File: config.mk
export PLATFORM = sky130hd
export DESIGN_NAME = csf_core_regs
export DESIGN_NICKNAME = d
export VERILOG_FILES = /design/src/verilog/csf_pkg.sv /design/src/verilog/csf_flag_unit.sv /design/src/verilog/csf_core_regs.sv
export SDC_FILE = /design/constraint.sdc
export NUM_CORES = 1
export LEC_CHECK = 0
export ABC_CLOCK_PERIOD_IN_PS = 10600
export BUFFER_PORTS_ARGS = -buffer_cell sky130_fd_sc_hd__buf_4
export CAP_MARGIN = 20
export CORE_MARGIN = 5
export CORE_UTILIZATION = 40
export CTS_CLUSTER_SIZE = 30
export DETAILED_ROUTE_END_ITERATION = 8
export PLACE_DENSITY = 0.67
export SETUP_SLACK_MARGIN = 0.02
export SLEW_MARGIN = 15
export SYNTH_ARGS = -nofsm -noshare
export SYNTH_HDL_FRONTEND = slang
export SYNTH_SLANG_ARGS = --single-unit
File: constraint.sdc
create_clock -name I_CLOCK -period 10.6 [get_ports I_CLOCK]
set_input_delay 2.12 -clock I_CLOCK [delete_from_list [all_inputs] [get_ports I_CLOCK]]
set_output_delay 2.12 -clock I_CLOCK [all_outputs]
set_load 0.01 [all_outputs]
File: src/verilog/csf_pkg.sv
// Package with addresses, bit positions and reset values of the core SFRs
package csf_pkg;
  // Data memory map
  localparam logic [7:0] ADDR_INDIRECT  = 8'h00;
  localparam logic [7:0] ADDR_MPTR      = 8'h01;
  localparam logic [7:0] ADDR_ACC       = 8'h05;
  localparam logic [7:0] ADDR_PCL       = 8'h06;
  localparam logic [7:0] ADDR_TBL_PTR   = 8'h07;
  localparam logic [7:0] ADDR_TBL_HIGH  = 8'h08;
  localparam logic [7:0] ADDR_FLAGS     = 8'h0a;
  localparam logic [7:0] ADDR_GAP_FIRST = 8'h28;
  localparam logic [7:0] ADDR_SPC_LAST  = 8'h3f;
  localparam logic [7:0] ADDR_GP_FIRST  = 8'h40;
  localparam logic [7:0] ADDR_GP_LAST   = 8'h5f;
  localparam int         GP_DEPTH       = 32;
  // Flag bit positions
  localparam int BIT_WDT  = 5;
  localparam int BIT_PDN  = 4;
  localparam int BIT_OV   = 3;
  localparam int BIT_Z    = 2;
  localparam int BIT_AC   = 1;
  localparam int BIT_C    = 0;
  // Values after reset
  localparam logic [7:0] RST_BYTE  = 8'h00;
  localparam logic [3:0] RST_ARITH = 4'h0;
  // Table word: 14 bits, upper 6 go to the table high byte
  localparam int TBL_WORD_W = 14;
  // ALU operation classes seen by the flag unit
  typedef enum logic [2:0] {
    CSF_OP_ADD,
    CSF_OP_SUB,
    CSF_OP_LOGIC,
    CSF_OP_RLC,
    CSF_OP_RRC
  } csf_op_e;
endpackage

File: src/verilog/csf_flag_unit.sv
// Combinational ALU result and flag generation for the core flags
`timescale 1ns/1ps
module csf_flag_unit
  import csf_pkg::*;
(
  input  wire csf_op_e    i_op,      // Operation class
  input  wire logic [7:0] i_a,       // First operand
  input  wire logic [7:0] i_b,       // Second operand or logic result
  input  wire logic       i_cin,     // Current carry flag
  output logic      [7:0] o_result,  // Value for the accumulator
  output logic      [3:0] o_flags,   // {ov, z, ac, c}
  output logic      [3:0] o_update   // Which of the four flags change
);
  // Subtraction is a + ~b + 1, so carry out means no borrow
  wire logic [7:0] b_eff   = (i_op == CSF_OP_SUB) ? ~i_b : i_b;
  wire logic       c_first = (i_op == CSF_OP_SUB);
  wire logic [4:0] lo_sum  = {1'b0, i_a[3:0]} + {1'b0, b_eff[3:0]}
                             + {4'h0, c_first};
  wire logic [7:0] lo7_sum = {1'b0, i_a[6:0]} + {1'b0, b_eff[6:0]}
                             + {7'h00, c_first};
  wire logic [8:0] sum     = {1'b0, i_a} + {1'b0, b_eff}
                             + {8'h00, c_first};
  wire logic       arith   = (i_op == CSF_OP_ADD) || (i_op == CSF_OP_SUB);
  wire logic       rot     = (i_op == CSF_OP_RLC) || (i_op == CSF_OP_RRC);

  // Result selection
  assign o_result = arith ? sum[7:0] :
                    (i_op == CSF_OP_RLC) ? {i_a[6:0], i_cin} :
                    (i_op == CSF_OP_RRC) ? {i_cin, i_a[7:1]} : i_b;

  // Flags: ov from carry into vs out of bit 7
  assign o_flags[3] = lo7_sum[7] ^ sum[8];
  assign o_flags[2] = (o_result == 8'h00);
  assign o_flags[1] = lo_sum[4];
  assign o_flags[0] = arith ? sum[8] :
                      (i_op == CSF_OP_RLC) ? i_a[7] : i_a[0];

  // Rotates touch only carry; logic ops touch only zero
  assign o_update = arith ? 4'hf :
                    rot ? 4'h1 :
                    (i_op == CSF_OP_LOGIC) ? 4'h4 : 4'h0;
endmodule // csf_flag_unit

File: src/verilog/csf_core_regs.sv
// Core special function registers and general data memory
`timescale 1ns/1ps
module csf_core_regs
  import csf_pkg::*;
(
  input  wire logic       I_CLOCK,        // 40 MHz system clock
  input  wire logic       I_SRST,         // Sync reset, active high
  input  wire logic [7:0] I_ADDR,         // Data memory address
  input  wire logic       I_RD,           // Read strobe
  input  wire logic       I_WR,           // Write strobe
  input  wire logic [7:0] I_WDATA,        // Write data
  input  wire logic       I_ALU_VALID,    // ALU operation this cycle
  input  wire csf_op_e    I_ALU_OP,       // ALU operation class
  input  wire logic [7:0] I_ALU_B,        // Second operand / logic result
  input  wire logic       I_ACC_LOAD,     // Load accumulator from I_WDATA
  input  wire logic       I_TBL_VALID,    // Table word fetched
  input  wire logic [TBL_WORD_W-1:0] I_TBL_WORD, // Fetched table word
  input  wire logic       I_WDT_EXPIRY,   // Watchdog time-out event
  input  wire logic       I_DOG_KICK,     // Watchdog clear instruction
  input  wire logic       I_HALT,         // Halt instruction
  output logic      [7:0] O_RDATA,        // Read data, one cycle later
  output logic      [7:0] O_ACC,          // Accumulator
  output logic      [7:0] O_TBL_PTR,      // Table pointer to fetch unit
  output logic      [7:0] O_TBL_LOW,      // Low table byte for destination
  output logic      [7:0] O_FLAGS,        // Flag register image
  output logic            O_JUMP,         // Jump pulse after PROGRAM_COUNTER_LOW write
  output logic      [7:0] O_PC_LOW,       // New low program counter byte
  output logic            O_DUMMY_CYCLE   // Dummy cycle request
);
  // Decode helpers
  function automatic logic is_gp(input logic [7:0] a);
    is_gp = (a >= ADDR_GP_FIRST) && (a <= ADDR_GP_LAST);
  endfunction

  // State
  logic [7:0] ram_mem [GP_DEPTH];
  logic [7:0] mptr_reg;
  logic [7:0] acc_reg;
  logic [7:0] tbl_ptr_reg;
  logic [7:0] tbl_high_reg;
  logic [7:0] tbl_low_reg;
  logic [3:0] arith_reg;
  logic [3:0] arith_next;
  logic       wdt_reg;
  logic       wdt_next;
  logic       pdn_reg;
  logic       pdn_next;
  logic [7:0] rdata_reg;
  logic       jump_reg;
  logic [7:0] pc_low_reg;
  logic [7:0] alu_res;
  logic [3:0] alu_flags;
  logic [3:0] alu_upd;

  // Indirect access redirects to the pointer, bank 0 only
  wire logic       via_port = (I_ADDR == ADDR_INDIRECT);
  wire logic [7:0] eff_addr = via_port ? mptr_reg : I_ADDR;
  // Pointer aimed at the port itself: nothing stored there
  wire logic       no_store = (eff_addr == ADDR_INDIRECT);
  wire logic       wr_ok    = I_WR && !no_store;
  wire logic       wr_mptr  = wr_ok && (eff_addr == ADDR_MPTR);
  wire logic       wr_acc   = wr_ok && (eff_addr == ADDR_ACC);
  wire logic       wr_pcl   = wr_ok && (eff_addr == ADDR_PCL);
  wire logic       wr_tptr  = wr_ok && (eff_addr == ADDR_TBL_PTR);
  wire logic       wr_flags = wr_ok && (eff_addr == ADDR_FLAGS);
  wire logic       wr_gp    = wr_ok && is_gp(eff_addr);
  wire logic [4:0] gp_idx   = eff_addr[4:0];
  wire logic [7:0] flags_img = {2'h0, wdt_reg, pdn_reg, arith_reg};

  // Read mux; gaps and the port itself answer zero
  wire logic [7:0] rd_val =
    no_store                    ? RST_BYTE :
    is_gp(eff_addr)             ? ram_mem[gp_idx] :
    (eff_addr == ADDR_MPTR)     ? mptr_reg :
    (eff_addr == ADDR_ACC)      ? acc_reg :
    (eff_addr == ADDR_PCL)      ? pc_low_reg :
    (eff_addr == ADDR_TBL_PTR)  ? tbl_ptr_reg :
    (eff_addr == ADDR_TBL_HIGH) ? tbl_high_reg :
    (eff_addr == ADDR_FLAGS)    ? flags_img : RST_BYTE;

  // Flag computation lives in the leaf unit
  csf_flag_unit u_flags (
    .i_op     (I_ALU_OP),
    .i_a      (acc_reg),
    .i_b      (I_ALU_B),
    .i_cin    (arith_reg[BIT_C]),
    .o_result (alu_res),
    .o_flags  (alu_flags),
    .o_update (alu_upd)
  );

  // Arithmetic flags: bus write first, ALU update on top of it
  wire logic [3:0] arith_wr = wr_flags ? I_WDATA[3:0] : arith_reg;
  wire logic [3:0] alu_mask = I_ALU_VALID ? alu_upd : 4'h0;
  assign arith_next = (alu_flags & alu_mask) | (arith_wr & ~alu_mask);

  // System flags ignore bus writes; expiry set beats a clear
  assign wdt_next = I_WDT_EXPIRY ? 1'b1 :
                    (I_DOG_KICK || I_HALT) ? 1'b0 : wdt_reg;
  assign pdn_next = I_HALT ? 1'b1 :
                    I_DOG_KICK ? 1'b0 : pdn_reg;

  // General purpose RAM holds no reset; contents unknown at power-up
  always_ff @(posedge I_CLOCK) begin
    if (wr_gp) begin
      ram_mem[gp_idx] <= I_WDATA;
    end
  end

  // Memory pointer: a plain register, also reachable through the port
  always_ff @(posedge I_CLOCK) begin
    if (I_SRST) begin
      mptr_reg <= RST_BYTE;
    end else if (wr_mptr) begin
      mptr_reg <= I_WDATA;
    end
  end

  // Accumulator; the ALU wins so a result is never lost to a bus move
  always_ff @(posedge I_CLOCK) begin
    if (I_SRST) begin
      acc_reg <= RST_BYTE;
    end else if (I_ALU_VALID) begin
      acc_reg <= alu_res;
    end else if (I_ACC_LOAD || wr_acc) begin
      acc_reg <= I_WDATA;
    end
  end

  // Table pointer; stepping it is a read-modify-write over the bus
  always_ff @(posedge I_CLOCK) begin
    if (I_SRST) begin
      tbl_ptr_reg <= RST_BYTE;
    end else if (wr_tptr) begin
      tbl_ptr_reg <= I_WDATA;
    end
  end

  // Table high byte: read only, loaded by the fetch alone
  always_ff @(posedge I_CLOCK) begin
    if (I_SRST) begin
      tbl_high_reg <= RST_BYTE;
    end else if (I_TBL_VALID) begin
      tbl_high_reg <= {2'h0, I_TBL_WORD[TBL_WORD_W-1:8]};
    end
  end

  // Table low byte is handed back for the named destination
  always_ff @(posedge I_CLOCK) begin
    if (I_SRST) begin
      tbl_low_reg <= RST_BYTE;
    end else if (I_TBL_VALID) begin
      tbl_low_reg <= I_TBL_WORD[7:0];
    end
  end

  // Watchdog expiry flag; only reset, expiry, kick and halt move it
  always_ff @(posedge I_CLOCK) begin
    if (I_SRST) begin
      wdt_reg <= 1'h0;
    end else begin
      wdt_reg <= wdt_next;
    end
  end

  // Power-down flag; bus writes never reach it
  always_ff @(posedge I_CLOCK) begin
    if (I_SRST) begin
      pdn_reg <= 1'h0;
    end else begin
      pdn_reg <= pdn_next;
    end
  end

  // Arithmetic flags cleared too, though software may not rely on it
  always_ff @(posedge I_CLOCK) begin
    if (I_SRST) begin
      arith_reg <= RST_ARITH;
    end else begin
      arith_reg <= arith_next;
    end
  end

  // Jump pulse lasts one cycle; a second write restarts it
  always_ff @(posedge I_CLOCK) begin
    if (I_SRST) begin
      jump_reg <= 1'h0;
    end else begin
      jump_reg <= wr_pcl;
    end
  end

  // New low PC byte; the page bits stay with the fetch unit
  always_ff @(posedge I_CLOCK) begin
    if (I_SRST) begin
      pc_low_reg <= RST_BYTE;
    end else if (wr_pcl) begin
      pc_low_reg <= I_WDATA;
    end
  end

  // Registered read data holds until the next read
  always_ff @(posedge I_CLOCK) begin
    if (I_SRST) begin
      rdata_reg <= RST_BYTE;
    end else if (I_RD) begin
      rdata_reg <= rd_val;
    end
  end

  // No push of flags on calls: nothing here saves them
  assign O_RDATA       = rdata_reg;
  assign O_ACC         = acc_reg;
  assign O_TBL_PTR     = tbl_ptr_reg;
  assign O_TBL_LOW     = tbl_low_reg;
  assign O_FLAGS       = flags_img;
  assign O_JUMP        = jump_reg;
  assign O_PC_LOW      = pc_low_reg;
  assign O_DUMMY_CYCLE = jump_reg;

  // Checks
  wdt_set_a: assert property (@(posedge I_CLOCK) disable iff (I_SRST)
    I_WDT_EXPIRY |=> O_FLAGS[BIT_WDT])
    else $error("watchdog flag not set after expiry");
  wdt_clear_a: assert property (@(posedge I_CLOCK) disable iff (I_SRST)
    (I_HALT || I_DOG_KICK) && !I_WDT_EXPIRY |=> !O_FLAGS[BIT_WDT])
    else $error("watchdog flag not cleared");
  pdn_flag_a: assert property (@(posedge I_CLOCK) disable iff (I_SRST)
    (I_HALT |=> O_FLAGS[BIT_PDN]) and
    (I_DOG_KICK && !I_HALT |=> !O_FLAGS[BIT_PDN]))
    else $error("power-down flag wrong");
  sys_flag_hold_a: assert property (@(posedge I_CLOCK) disable iff (I_SRST)
    !I_HALT && !I_DOG_KICK && !I_WDT_EXPIRY
    |=> $stable(O_FLAGS[BIT_WDT:BIT_PDN]))
    else $error("system flags changed without cause");
  top_bits_a: assert property (@(posedge I_CLOCK) disable iff (I_SRST)
    O_FLAGS[7:6] == 2'b00)
    else $error("flag bits 7:6 not zero");
  pcl_jump_a: assert property (@(posedge I_CLOCK) disable iff (I_SRST)
    I_WR && I_ADDR == ADDR_PCL |=> O_JUMP && O_DUMMY_CYCLE
    && O_PC_LOW == $past(I_WDATA) ##1 !O_JUMP || $past(wr_pcl))
    else $error("low PC write did not jump once");
  port_zero_a: assert property (@(posedge I_CLOCK) disable iff (I_SRST)
    I_RD && via_port && mptr_reg == ADDR_INDIRECT |=> O_RDATA == 8'h00)
    else $error("indirect port read not zero");
  gap_zero_a: assert property (@(posedge I_CLOCK) disable iff (I_SRST)
    I_RD && eff_addr >= ADDR_GAP_FIRST && eff_addr <= ADDR_SPC_LAST
    |=> O_RDATA == 8'h00)
    else $error("unused location not zero");
  tbl_high_a: assert property (@(posedge I_CLOCK) disable iff (I_SRST)
    I_TBL_VALID |=> tbl_high_reg[5:0] == $past(I_TBL_WORD[13:8])
    && O_TBL_LOW == $past(I_TBL_WORD[7:0]))
    else $error("table bytes misplaced");
  zero_flag_a: assert property (@(posedge I_CLOCK) disable iff (I_SRST)
    I_ALU_VALID && I_ALU_OP == CSF_OP_LOGIC
    |=> O_FLAGS[BIT_Z] == ($past(I_ALU_B) == 8'h00))
    else $error("zero flag wrong");

  // Pointer aimed at itself reads back its own address
  port_redirect_a: assert property (@(posedge I_CLOCK) disable iff (I_SRST)
    I_RD && via_port && mptr_reg == ADDR_MPTR |=> O_RDATA == ADDR_MPTR)
    else $error("indirect read not redirected");

  // Direct pointer write lands
  mptr_write_a: assert property (@(posedge I_CLOCK) disable iff (I_SRST)
    I_WR && I_ADDR == ADDR_MPTR |=> mptr_reg == $past(I_WDATA))
    else $error("pointer write lost");

  // General RAM write lands at its word
  gp_write_a: assert property (@(posedge I_CLOCK) disable iff (I_SRST)
    I_WR && is_gp(eff_addr) |=> ram_mem[$past(gp_idx)] == $past(I_WDATA))
    else $error("general RAM write lost");

  // Nothing is decoded above the general area
  high_ram_zero_a: assert property (@(posedge I_CLOCK) disable iff (I_SRST)
    I_RD && eff_addr > ADDR_GP_LAST |=> O_RDATA == 8'h00)
    else $error("read above RAM not zero");

  // Logic result reaches the accumulator
  acc_alu_a: assert property (@(posedge I_CLOCK) disable iff (I_SRST)
    I_ALU_VALID && I_ALU_OP == CSF_OP_LOGIC |=> O_ACC == $past(I_ALU_B))
    else $error("accumulator missed ALU result");

  // Plain load reaches the accumulator when no ALU op competes
  acc_load_a: assert property (@(posedge I_CLOCK) disable iff (I_SRST)
    I_ACC_LOAD && !I_ALU_VALID |=> O_ACC == $past(I_WDATA))
    else $error("accumulator load lost");

  // Table pointer write goes out to the fetch unit
  tbl_ptr_a: assert property (@(posedge I_CLOCK) disable iff (I_SRST)
    I_WR && I_ADDR == ADDR_TBL_PTR |=> O_TBL_PTR == $past(I_WDATA))
    else $error("table pointer write lost");

  // Table high byte moves only on a fetch
  tbl_ro_a: assert property (@(posedge I_CLOCK) disable iff (I_SRST)
    !I_TBL_VALID |=> $stable(tbl_high_reg))
    else $error("table high byte changed by bus");

  // Arithmetic flags take a bus write when no ALU op competes
  arith_write_a: assert property (@(posedge I_CLOCK) disable iff (I_SRST)
    I_WR && I_ADDR == ADDR_FLAGS && !I_ALU_VALID
    |=> O_FLAGS[3:0] == $past(I_WDATA[3:0]))
    else $error("flag write lost");

  // Signed wrap on add: like signs in, other sign out
  ov_add_a: assert property (@(posedge I_CLOCK) disable iff (I_SRST)
    I_ALU_VALID && I_ALU_OP == CSF_OP_ADD |=> O_FLAGS[BIT_OV] ==
    ($past(acc_reg[7]) == $past(I_ALU_B[7]) && $past(acc_reg[7]) != O_ACC[7]))
    else $error("signed wrap flag wrong");

  // Zero on subtract exactly when operands match
  zero_sub_a: assert property (@(posedge I_CLOCK) disable iff (I_SRST)
    I_ALU_VALID && I_ALU_OP == CSF_OP_SUB
    |=> O_FLAGS[BIT_Z] == ($past(acc_reg) == $past(I_ALU_B)))
    else $error("zero flag wrong on subtract");

  // Nibble carry on add: low nibble wrapped below its start
  half_add_a: assert property (@(posedge I_CLOCK) disable iff (I_SRST)
    I_ALU_VALID && I_ALU_OP == CSF_OP_ADD
    |=> O_FLAGS[BIT_AC] == (O_ACC[3:0] < $past(acc_reg[3:0])))
    else $error("half carry flag wrong");

  // Carry on add: result wrapped below the first operand
  carry_add_a: assert property (@(posedge I_CLOCK) disable iff (I_SRST)
    I_ALU_VALID && I_ALU_OP == CSF_OP_ADD
    |=> O_FLAGS[BIT_C] == (O_ACC < $past(acc_reg)))
    else $error("carry flag wrong on add");

  // Left rotate moves bit 7 into carry and carry into bit 0
  rot_carry_a: assert property (@(posedge I_CLOCK) disable iff (I_SRST)
    I_ALU_VALID && I_ALU_OP == CSF_OP_RLC
    |=> O_FLAGS[BIT_C] == $past(acc_reg[7])
    && O_ACC[0] == $past(O_FLAGS[BIT_C]))
    else $error("rotate carry wrong");
endmodule // csf_core_regs

**Word-level counts from Yosys, hierarchy flattened**

Memory sizes are Yosys's and may differ from the RTL's.
Index checks and enable logic that the tools add are counted.

- Flip-flop bits (word level): 61
- Word-level logic and storage cells: 84
- Memory bits (writable): 256
- Input port bits: 51
- Memories: 1
- Output and inout bits: 50

Memories:

| memory | depth | bits a word | read ports | clocked after Yosys merged registers in | wr ports | RTL line | source |
|---|---|---|---|---|---|---|---|
| ram_mem | 32 | 8 | 1 | 0 | 1 | csf_core_regs.sv:36 | `logic [7:0] ram_mem [GP_DEPTH];` |

- Add/subtract/negate cells: 6
- Bitwise operators: 6
- Equal/unequal tests: 10
- Reduce and logical (&&, ||, !) cells: 20
- Order comparisons: 2
- Mux-type cells: 28

Operators by type and width:

| cell | count |
|---|---|
| two-way mux 8 bit | 13 |
| == test 8 x 3 -> 1 bit, second input constant | 3 |
| zero test 8 bit | 3 |
| == test 8 x 4 -> 1 bit, second input constant | 2 |
| two-way mux 4 bit | 4 |
| two-way mux 6 bit | 2 |
| adder 8 x 8 -> 9 bit | 1 |
| adder 9 x 1 -> 9 bit | 1 |
| adder 7 x 7 -> 8 bit | 1 |
| adder 8 x 1 -> 8 bit | 1 |
| bitwise AND 4 bit | 2 |
| == test 8 x 1 -> 1 bit, second input constant | 1 |
| greater-or-equal comparator 8 x 7 -> 1 bit, second input constant | 1 |
| less-or-equal comparator 8 x 7 -> 1 bit, second input constant | 1 |
| logical AND 1 bit | 8 |
| two-way mux 1 bit | 8 |
| inverter 8 bit | 1 |
| == test 3 x 2 -> 1 bit, second input constant | 2 |
| nonzero test 2 bit | 3 |
| adder 4 x 4 -> 5 bit | 1 |
| adder 5 x 1 -> 5 bit | 1 |
| logical OR 1 bit | 4 |
| inverter 4 bit | 1 |
| OR 4 bit | 1 |
| other kinds (6) | 6 |

**Longest topological paths before layout**

Gate-level depths: netlist (run 1).

- Depth after elaboration: 11
- Mapped depth: 14
- Mapped depth without buffers: 12

**Modules after synthesis**

Synthesis (run 1) repeated with hierarchy kept, for this count alone.

- Cell total of the unflattened synthesis: 1,211
- Area total of the unflattened synthesis: 14,152.3 um^2

By module, submodules not included:

| module | instances | seq. area each (um^2) | cells an instance | area an instance (um^2) |
|---|---|---|---|---|
| csf_core_regs | 1 | 8,908.5 | 1,087 | 13,276.5 |
| csf_flag_unit | 1 | 0.0 | 124 | 875.8 |

**Worst setup path after synthesis (run 1)**

No wires, ideal clock.

- Path type: input to register
- Start: in I_ALU_OP[2]
- End: reg (tool-made name)
- Cell stages on the path: 14
- Library setup time: 0.091 ns
- Data required time: 10.509 ns
- Arrival time: 4.880 ns
- Buffers on the path: 2
- Setup slack: 5.629 ns
- Cell sequence: clkbuf_1 > or2_2 > clkbuf_1 > nor2_1 > xnor2_1 > fa_1 > a211oi_1 > o21bai_1 > a21oi_1 > o21bai_1 > a21oi_1 > xor2_1 > nor2_1 > a311oi_1

RTL lines:

| element | RTL line | source |
|---|---|---|
| from (decl) | csf_core_regs.sv:13 | `input wire csf_op_e I_ALU_OP,` |

**Worst setup path after layout (run 1)**

- Start: in I_ADDR[2]
- End: reg tbl_ptr_reg[5] (netlist: O_TBL_PTR[5])

- Cells in the longest elaborated chain, start to end: 6
- Elaborated cells between the ends (all ways): 7
- Those cells by class: eq/ne (1); mux (1); reduce/logical (5)

RTL lines:

| element | RTL line | source |
|---|---|---|
| from (decl) | csf_core_regs.sv:8 | `input wire logic [7:0] I_ADDR,` |
| zero test 8 bit | csf_core_regs.sv:56 | `wire logic via_port = (I_ADDR == ADDR_INDIRECT);` |
| two-way mux 8 bit * | csf_core_regs.sv:57 | `wire logic [7:0] eff_addr = via_port ? mptr_reg : I_ADDR;` |
| zero test 8 bit | csf_core_regs.sv:59 | `wire logic no_store = (eff_addr == ADDR_INDIRECT);` |
| zero test 1 bit | csf_core_regs.sv:60 | `wire logic wr_ok = I_WR && !no_store;` |
| logical AND 1 bit | csf_core_regs.sv:60 |  |
| logical AND 1 bit * | csf_core_regs.sv:64 | `wire logic wr_tptr = wr_ok && (eff_addr == ADDR_TBL_PTR);` |
| to (signal assigned) | csf_core_regs.sv:133 | `tbl_ptr_reg <= RST_BYTE;` |
| to (signal assigned) | csf_core_regs.sv:135 | `tbl_ptr_reg <= I_WDATA;` |
| to (decl) | csf_core_regs.sv:39 | `logic [7:0] tbl_ptr_reg;` |

Every way passes the cells marked *; elsewhere a longest branch is shown, timed or not.
A chain may end at the register's enable or synchronous reset.

==> metrics.yaml, run 1 <==
final_hold_viol_count: 0
multi_input_area_um2: 4650
grt_pass1_vias: 9994
min_to: "O_RDATA[0]"
die-area_um2: 38600
design_power_total_uw: 2880
antenna_found_initial: 0
ys_ff_latch: 317
postRouteAntennaNets: 0
core_um2: 34500
cts_setup_buffers: 0
worst-setup-path-type: "input pin to flip-flop"
htree_levels: 2
arrival_ns: 5.95
synth.distinct_cells: 72
slew_headroom_pct: 25.7
die_h_um: 197
start_util_pct: 40.4
dp_cells: 1716
die_x_um: 197
drive_gt1_share_pct: 14.1
crit_fanout: 67
gp_congestion: 0.897
hold_class: "flip-flop to flip-flop"
clockBufferDepth: 3
wirelength_um: 40100
power_frac_clock_pct: 44.7
hold_buffers: 0
reg2reg_setup_slack_ns: 6.43
synth_top_area_cell: "edfxtp_1"
power_frac_comb_pct: 7.8
p_sw_uw: 650
antenna_cells: 0
pin_count: 101
skew_ns: 0.0137
nNetsFinal: 1359
startpoint_type: "input pin"
grt_pass1_wl_um: 60800
grt_start_max_net_pins: 71
reg2regPathDepth: 7
grt_overflow_total: 0
setup_viol: 0
synthArstFlopShare_pct: 0
worst_setup_path_end_kind: "flip-flop"
cts_tree: "done"
max-vdd-ir-drop_uv: 149
wl_per_cell_um: 22.5
yosysTopAreaCellShare_pct: 55.2
r2r-start: "mptr_reg[0]"
seq_area_frac_synth_pct: 64.0
routed_via_density: 5.73
numCtsBuffers: 35
drtIter0Drc: 1427
cts.repair.resized: 0
swShare_pct: 22.6
p_seq_share_pct: 47.5
min_period_over_period_pct: 52.5
synthesis.area_um2: 13900
clock_sinks: 317
globalRouteTotalUtil_pct: 20.2
fillers: 3099
hold_depth: 2
min_from: "O_RDATA[0]"
regMostFlops: "ram_mem"
drv_cap: 0
drtPass1Iterations: 8
powerDensity_nw_per_um2: 177
port_buffers: 98
layoutNonFillerInstCount: 1778
syn_area_per_cell_um2: 11.4
vias: 10200
root_buffer: "clkbuf_16"
synthTopCellsByArea: "edfxtp_1 (55%), dfxtp_1 (8.8%), nand2_1 (6.9%), nand3_1 (3.7%), mux2i_1 (3.7%)"
synth_most_common_cell: "edfxtp_1"
fmax_ghz: 0.180
ys_top_cells_by_count: "edfxtp_1 (256), nand2_1 (254), nor2_1 (111)"
final-max-slew-violation-count: 0
status: "finished clean"
post-dp-hpwl_um: 25700
drc: 0
ys.flop_type: "edfxtp_1"
worst_pin_slew_ns: 1.11
crit_required_ns: 10.98
r2r-end: "O_TBL_PTR[5]"
regArea_um2: 8910
clk_latency_ns: 0.53
syn2layout_area_growth_pct: 16.7
p_leak_uw: 0.00574
synth_cells: 1224
whs_ns: 0.469
largest_reg_flops: 256
tns_ns: 0
ys_warn_count: 0
fin_crit_ns: 5.56
synth_edf_count: 256
rows: 68
p_int_uw: 2230
clk_transition_reported_paths_ns: 0.06
rsz0062_at_grt: "false"
[cell usage in the layout (no fill, tap or decap), types with 11 or more instances in the layout]
master and n:
a211oi_1 12, a21oi_1 67, a221oi_1 13, a22oi_1 11, a31oi_1 11, a32oi_1 13, buf_4 108, clkbuf_16 38
dfxtp_1 61, edfxtp_1 256, inv_1 14, mux2i_1 51, nand2_1 254, nand3_1 104, nor2_1 111, nor3_1 17
[worst max-delay path: stages]
cell and delay (ns):
buf_4 0.16, nor4b_1 0.91, a21o_4 0.73, buf_4 0.73, and3_1 0.46, and2_1 0.47, mux2i_1 0.25, nor2_1 0.06
[worst max path at each step]
| stage | endpoint | cells past startpoint | start |
|---|---|---|---|
| final | O_TBL_PTR[5] | 8 | I_ADDR[2] |
| after global routing | O_TBL_PTR[2] | 8 | I_ADDR[2] |
| after CTS | O_TBL_PTR[5] | 8 | I_ADDR[2] |
| after detailed placement | O_TBL_PTR[0] | 8 | I_ADDR[1] |
| after global placement | O_TBL_PTR[4] | 8 | I_ADDR[1] |
| after floorplan | flip-flop | 14 | I_ALU_OP[2] |
[routing by layer]
metal / wire length, µm / up-vias / track usage [%]
met5: 0 / - / 0
met3: 3670 / 91 / 3.64
li1: - / 4642 / -
met1: 16400 / 4945 / 28.7
met2: 18700 / 516 / 31.6
met4: 1300 / 0 / 6.62
[kinds of logic after synthesis]
kind of cell | count (synthesis) | share of synthesized area (%)
DFF | 317 | 64.0
AOI/OAI and AO/OA | 186 | 9.50
muxes | 53 | 3.91
adders and majority gates | 9 | 0.863
other | 1 | 0.0269
xor gates and xnor gates | 14 | 0.881
buffers and inverters | 89 | 2.90
and+or+nand+nor | 555 | 17.9
[power groups by stage]
| stage | Sequential, µW | Combinational (µW) | Clock, µW |
|---|---|---|---|
| 3_5_place_dp | 1390 | 219 | 0 |
| 4_1_cts | 1370 | 221 | 1300 |
| 6_report | 1370 | 223 | 1290 |
| 3_3_place_gp | 1390 | 217 | 0 |
| 5_1_grt | 1370 | 241 | 1350 |
| 2_1_floorplan | 1390 | 127 | 0 |
[stage by stage]
stage	cell area, µm²	worst slack (ns)	utilization (%)
after floorplan	13900	5.63	-
after global placement	15000	4.69	43.5
after detailed placement	15000	4.56	43.6
after CTS	16200	5.09	47.1
after global routing	16200	4.79	47.1
final	16200	5.04	47.1
[layout make-up]
cell class	instances	area share [%]
Clock buffer	43	5.97
Tap cell	455	3.50
Inverter	14	0.324
Multi-Input combinational cell	819	28.6
Clock inverter	18	1.53
Sequential cell	317	54.8
Timing Repair Buffer	112	5.21
Power figures use the tool's default switching activity.
==> run 2: changes to the inputs <==
--- a/config.mk
+++ b/config.mk
@@ -5,14 +5,14 @@
 export SDC_FILE = /design/constraint.sdc
 export NUM_CORES = 1
 export LEC_CHECK = 0
-export ABC_CLOCK_PERIOD_IN_PS = 10600
+export ABC_CLOCK_PERIOD_IN_PS = 4500
 export BUFFER_PORTS_ARGS = -buffer_cell sky130_fd_sc_hd__buf_4
 export CAP_MARGIN = 20
 export CORE_MARGIN = 5
 export CORE_UTILIZATION = 40
 export CTS_CLUSTER_SIZE = 30
 export DETAILED_ROUTE_END_ITERATION = 8
-export PLACE_DENSITY = 0.67
+export PLACE_DENSITY = 0.69
 export SETUP_SLACK_MARGIN = 0.02
 export SLEW_MARGIN = 15
 export SYNTH_ARGS = -nofsm -noshare
==> constraint.sdc (replaced) <==
create_clock -name I_CLOCK -period 4.5 [get_ports I_CLOCK]
set_input_delay 0.9 -clock I_CLOCK [delete_from_list [all_inputs] [get_ports I_CLOCK]]
set_output_delay 0.9 -clock I_CLOCK [all_outputs]
set_load 0.01 [all_outputs]
==> metrics.yaml, run 2 (same netlist as run 1, synthesis figures left out) <==
final_cell_mix: "edfxtp_1 (256), nand2_1 (254), buf_4 (143)"
grt_pass1_vias: 9903
rows: 68
drv_cap: 0
worst_pin_slew_ns: 0.825
powerDensity_nw_per_um2: 384
worst_setup_path_end_kind: "flip-flop"
tns_ns: 0
wl_per_cell_um: 21.8
grt_pass1_wl_um: 59600
nNetsFinal: 1392
drive_gt1_share_pct: 15.8
pin_count: 101
root_buffer: "clkbuf_16"
startpoint_type: "input pin"
globalRouteTotalUtil_pct: 19.8
post-dp-hpwl_um: 25800
p_leak_uw: 0.00582
cts_setup_buffers: 0
drtPass1Iterations: 5
arrival_ns: 3.64
slew_headroom_pct: 44.7
status: "finished clean"
cp_num_buf_inv: 1
fillers: 3099
fin_crit_ns: 3.50
hold_class: "flip-flop to flip-flop"
fmax_ghz: 0.285
grt_start_max_net_pins: 110
die_h_um: 197
setup_ws_ns: 0.996
max_stage_delay_ns: 0.64
start_util_pct: 40.4
layoutNonFillerInstCount: 1808
wirelength_um: 39500
clk_latency_ns: 0.51
antenna_found_initial: 1
clockBufferDepth: 3
mostFrequentLayoutCell: "edfxtp_1"
gp_congestion: 0.932
vias: 10200
max-vdd-ir-drop_uv: 308
die_x_um: 197
crit_chain: "buf_4 -> or4_4 -> o41ai_4 -> o31ai_1 -> nor2_1 -> nand2_1 -> nor2_1"
postRouteAntennaNets: 0
cpMaxStageDelayCell: "nor2_1"
htree_levels: 2
cp_top_family: "simple AND/OR/NAND/NOR gates"
final-max-slew-violation-count: 0
core_um2: 34500
worst-setup-path-type: "input pin to flip-flop"
cts_tree: "done"
regMostFlops: "ram_mem"
cts.repair.resized: 0
crit_required_ns: 4.64
grt_overflow_total: 0
largest_reg_flops: 256
crit_fanout: 8
clk_transition_reported_paths_ns: 0.06
syn2layout_area_growth_pct: 17.1
numCtsBuffers: 34
hold_buffers: 0
dp_cells: 1751
design_power_total_uw: 6260
rsz0062_at_grt: "false"
skew_ns: 0.0113
clock_sinks: 317
final_hold_viol_count: 0
setup_viol: 0
min_period_over_period_pct: 77.9
routed_via_density: 5.66
die-area_um2: 38600
cpMostUsedCell: "nor2_1"
drtIter0Drc: 1168
port_buffers: 98
preCtsSetupSlack_ns: 0.506
drc: 0
==> run 2: final timing paths <==
path | depth (start not counted) | slack (ns) | endpoint | startpoint
setup / recovery | 7 | 1.0 | ram_mem[10][0] | I_ADDR[4]
hold / removal | 2 | 0.47 | O_RDATA[5] | O_RDATA[5]
setup reg to reg | 11 | 1.36 | O_RDATA[3] | mptr_reg[0]
hold reg to reg | 2 | 0.47 | O_RDATA[5] | O_RDATA[5]
==> run 2: worst register-to-register path: stages, from the launching register on <==
cell	delay, ns
dfxtp_1	0.41
nor4b_1	0.27
buf_4	0.20
a21o_4	0.39
buf_12	0.28
buf_4	0.22
nand2_1	0.07
nand3_1	0.08
nand3_1	0.10
nor4_1	0.63
nor3_1	0.14
a211oi_1	0.25
==> run 2: per-stage QoR <==
step | util [%] | hold slack (ns) | cell area (µm²)
global route | 47.3 | 0.493 | 16300
detailed placement | 44.4 | 0.459 | 15300
floorplan | - | 0.460 | 13900
global placement | 44.4 | 0.450 | 15300
finish | 47.3 | 0.474 | 16300
CTS | 47.3 | 0.472 | 16300
==> run 2: power by group <==
group / switching (µW) / internal (µW)
Combinational: 350 / 187
Sequential: 29.9 / 3190
Clock: 1070 / 1440
Total: 1450 / 4810
==> run 2: metal layers <==
layer	up-vias	wire, µm	track usage, %	share of wire (%)
met2	457	18900	32.3	48
li1	4706	-	-	-
met1	5015	16200	27.7	41
met5	-	0	0	0
met4	0	938	5.30	2.4
met3	62	3370	3.42	8.5
==> run 2: area by class of cell <==
type / instances / area, µm² / area share (%)
Clock inverter: 11 / 58.8 / 0.361
Tap cell: 455 / 569 / 3.49
Antenna cell: 1 / 2.50 / 0.0154
Sequential cell: 317 / 8910 / 54.7
Timing Repair Buffer: 146 / 1130 / 6.96
Clock buffer: 45 / 923 / 5.67
Inverter: 14 / 52.6 / 0.323
Multi-Input combinational cell: 819 / 4650 / 28.5
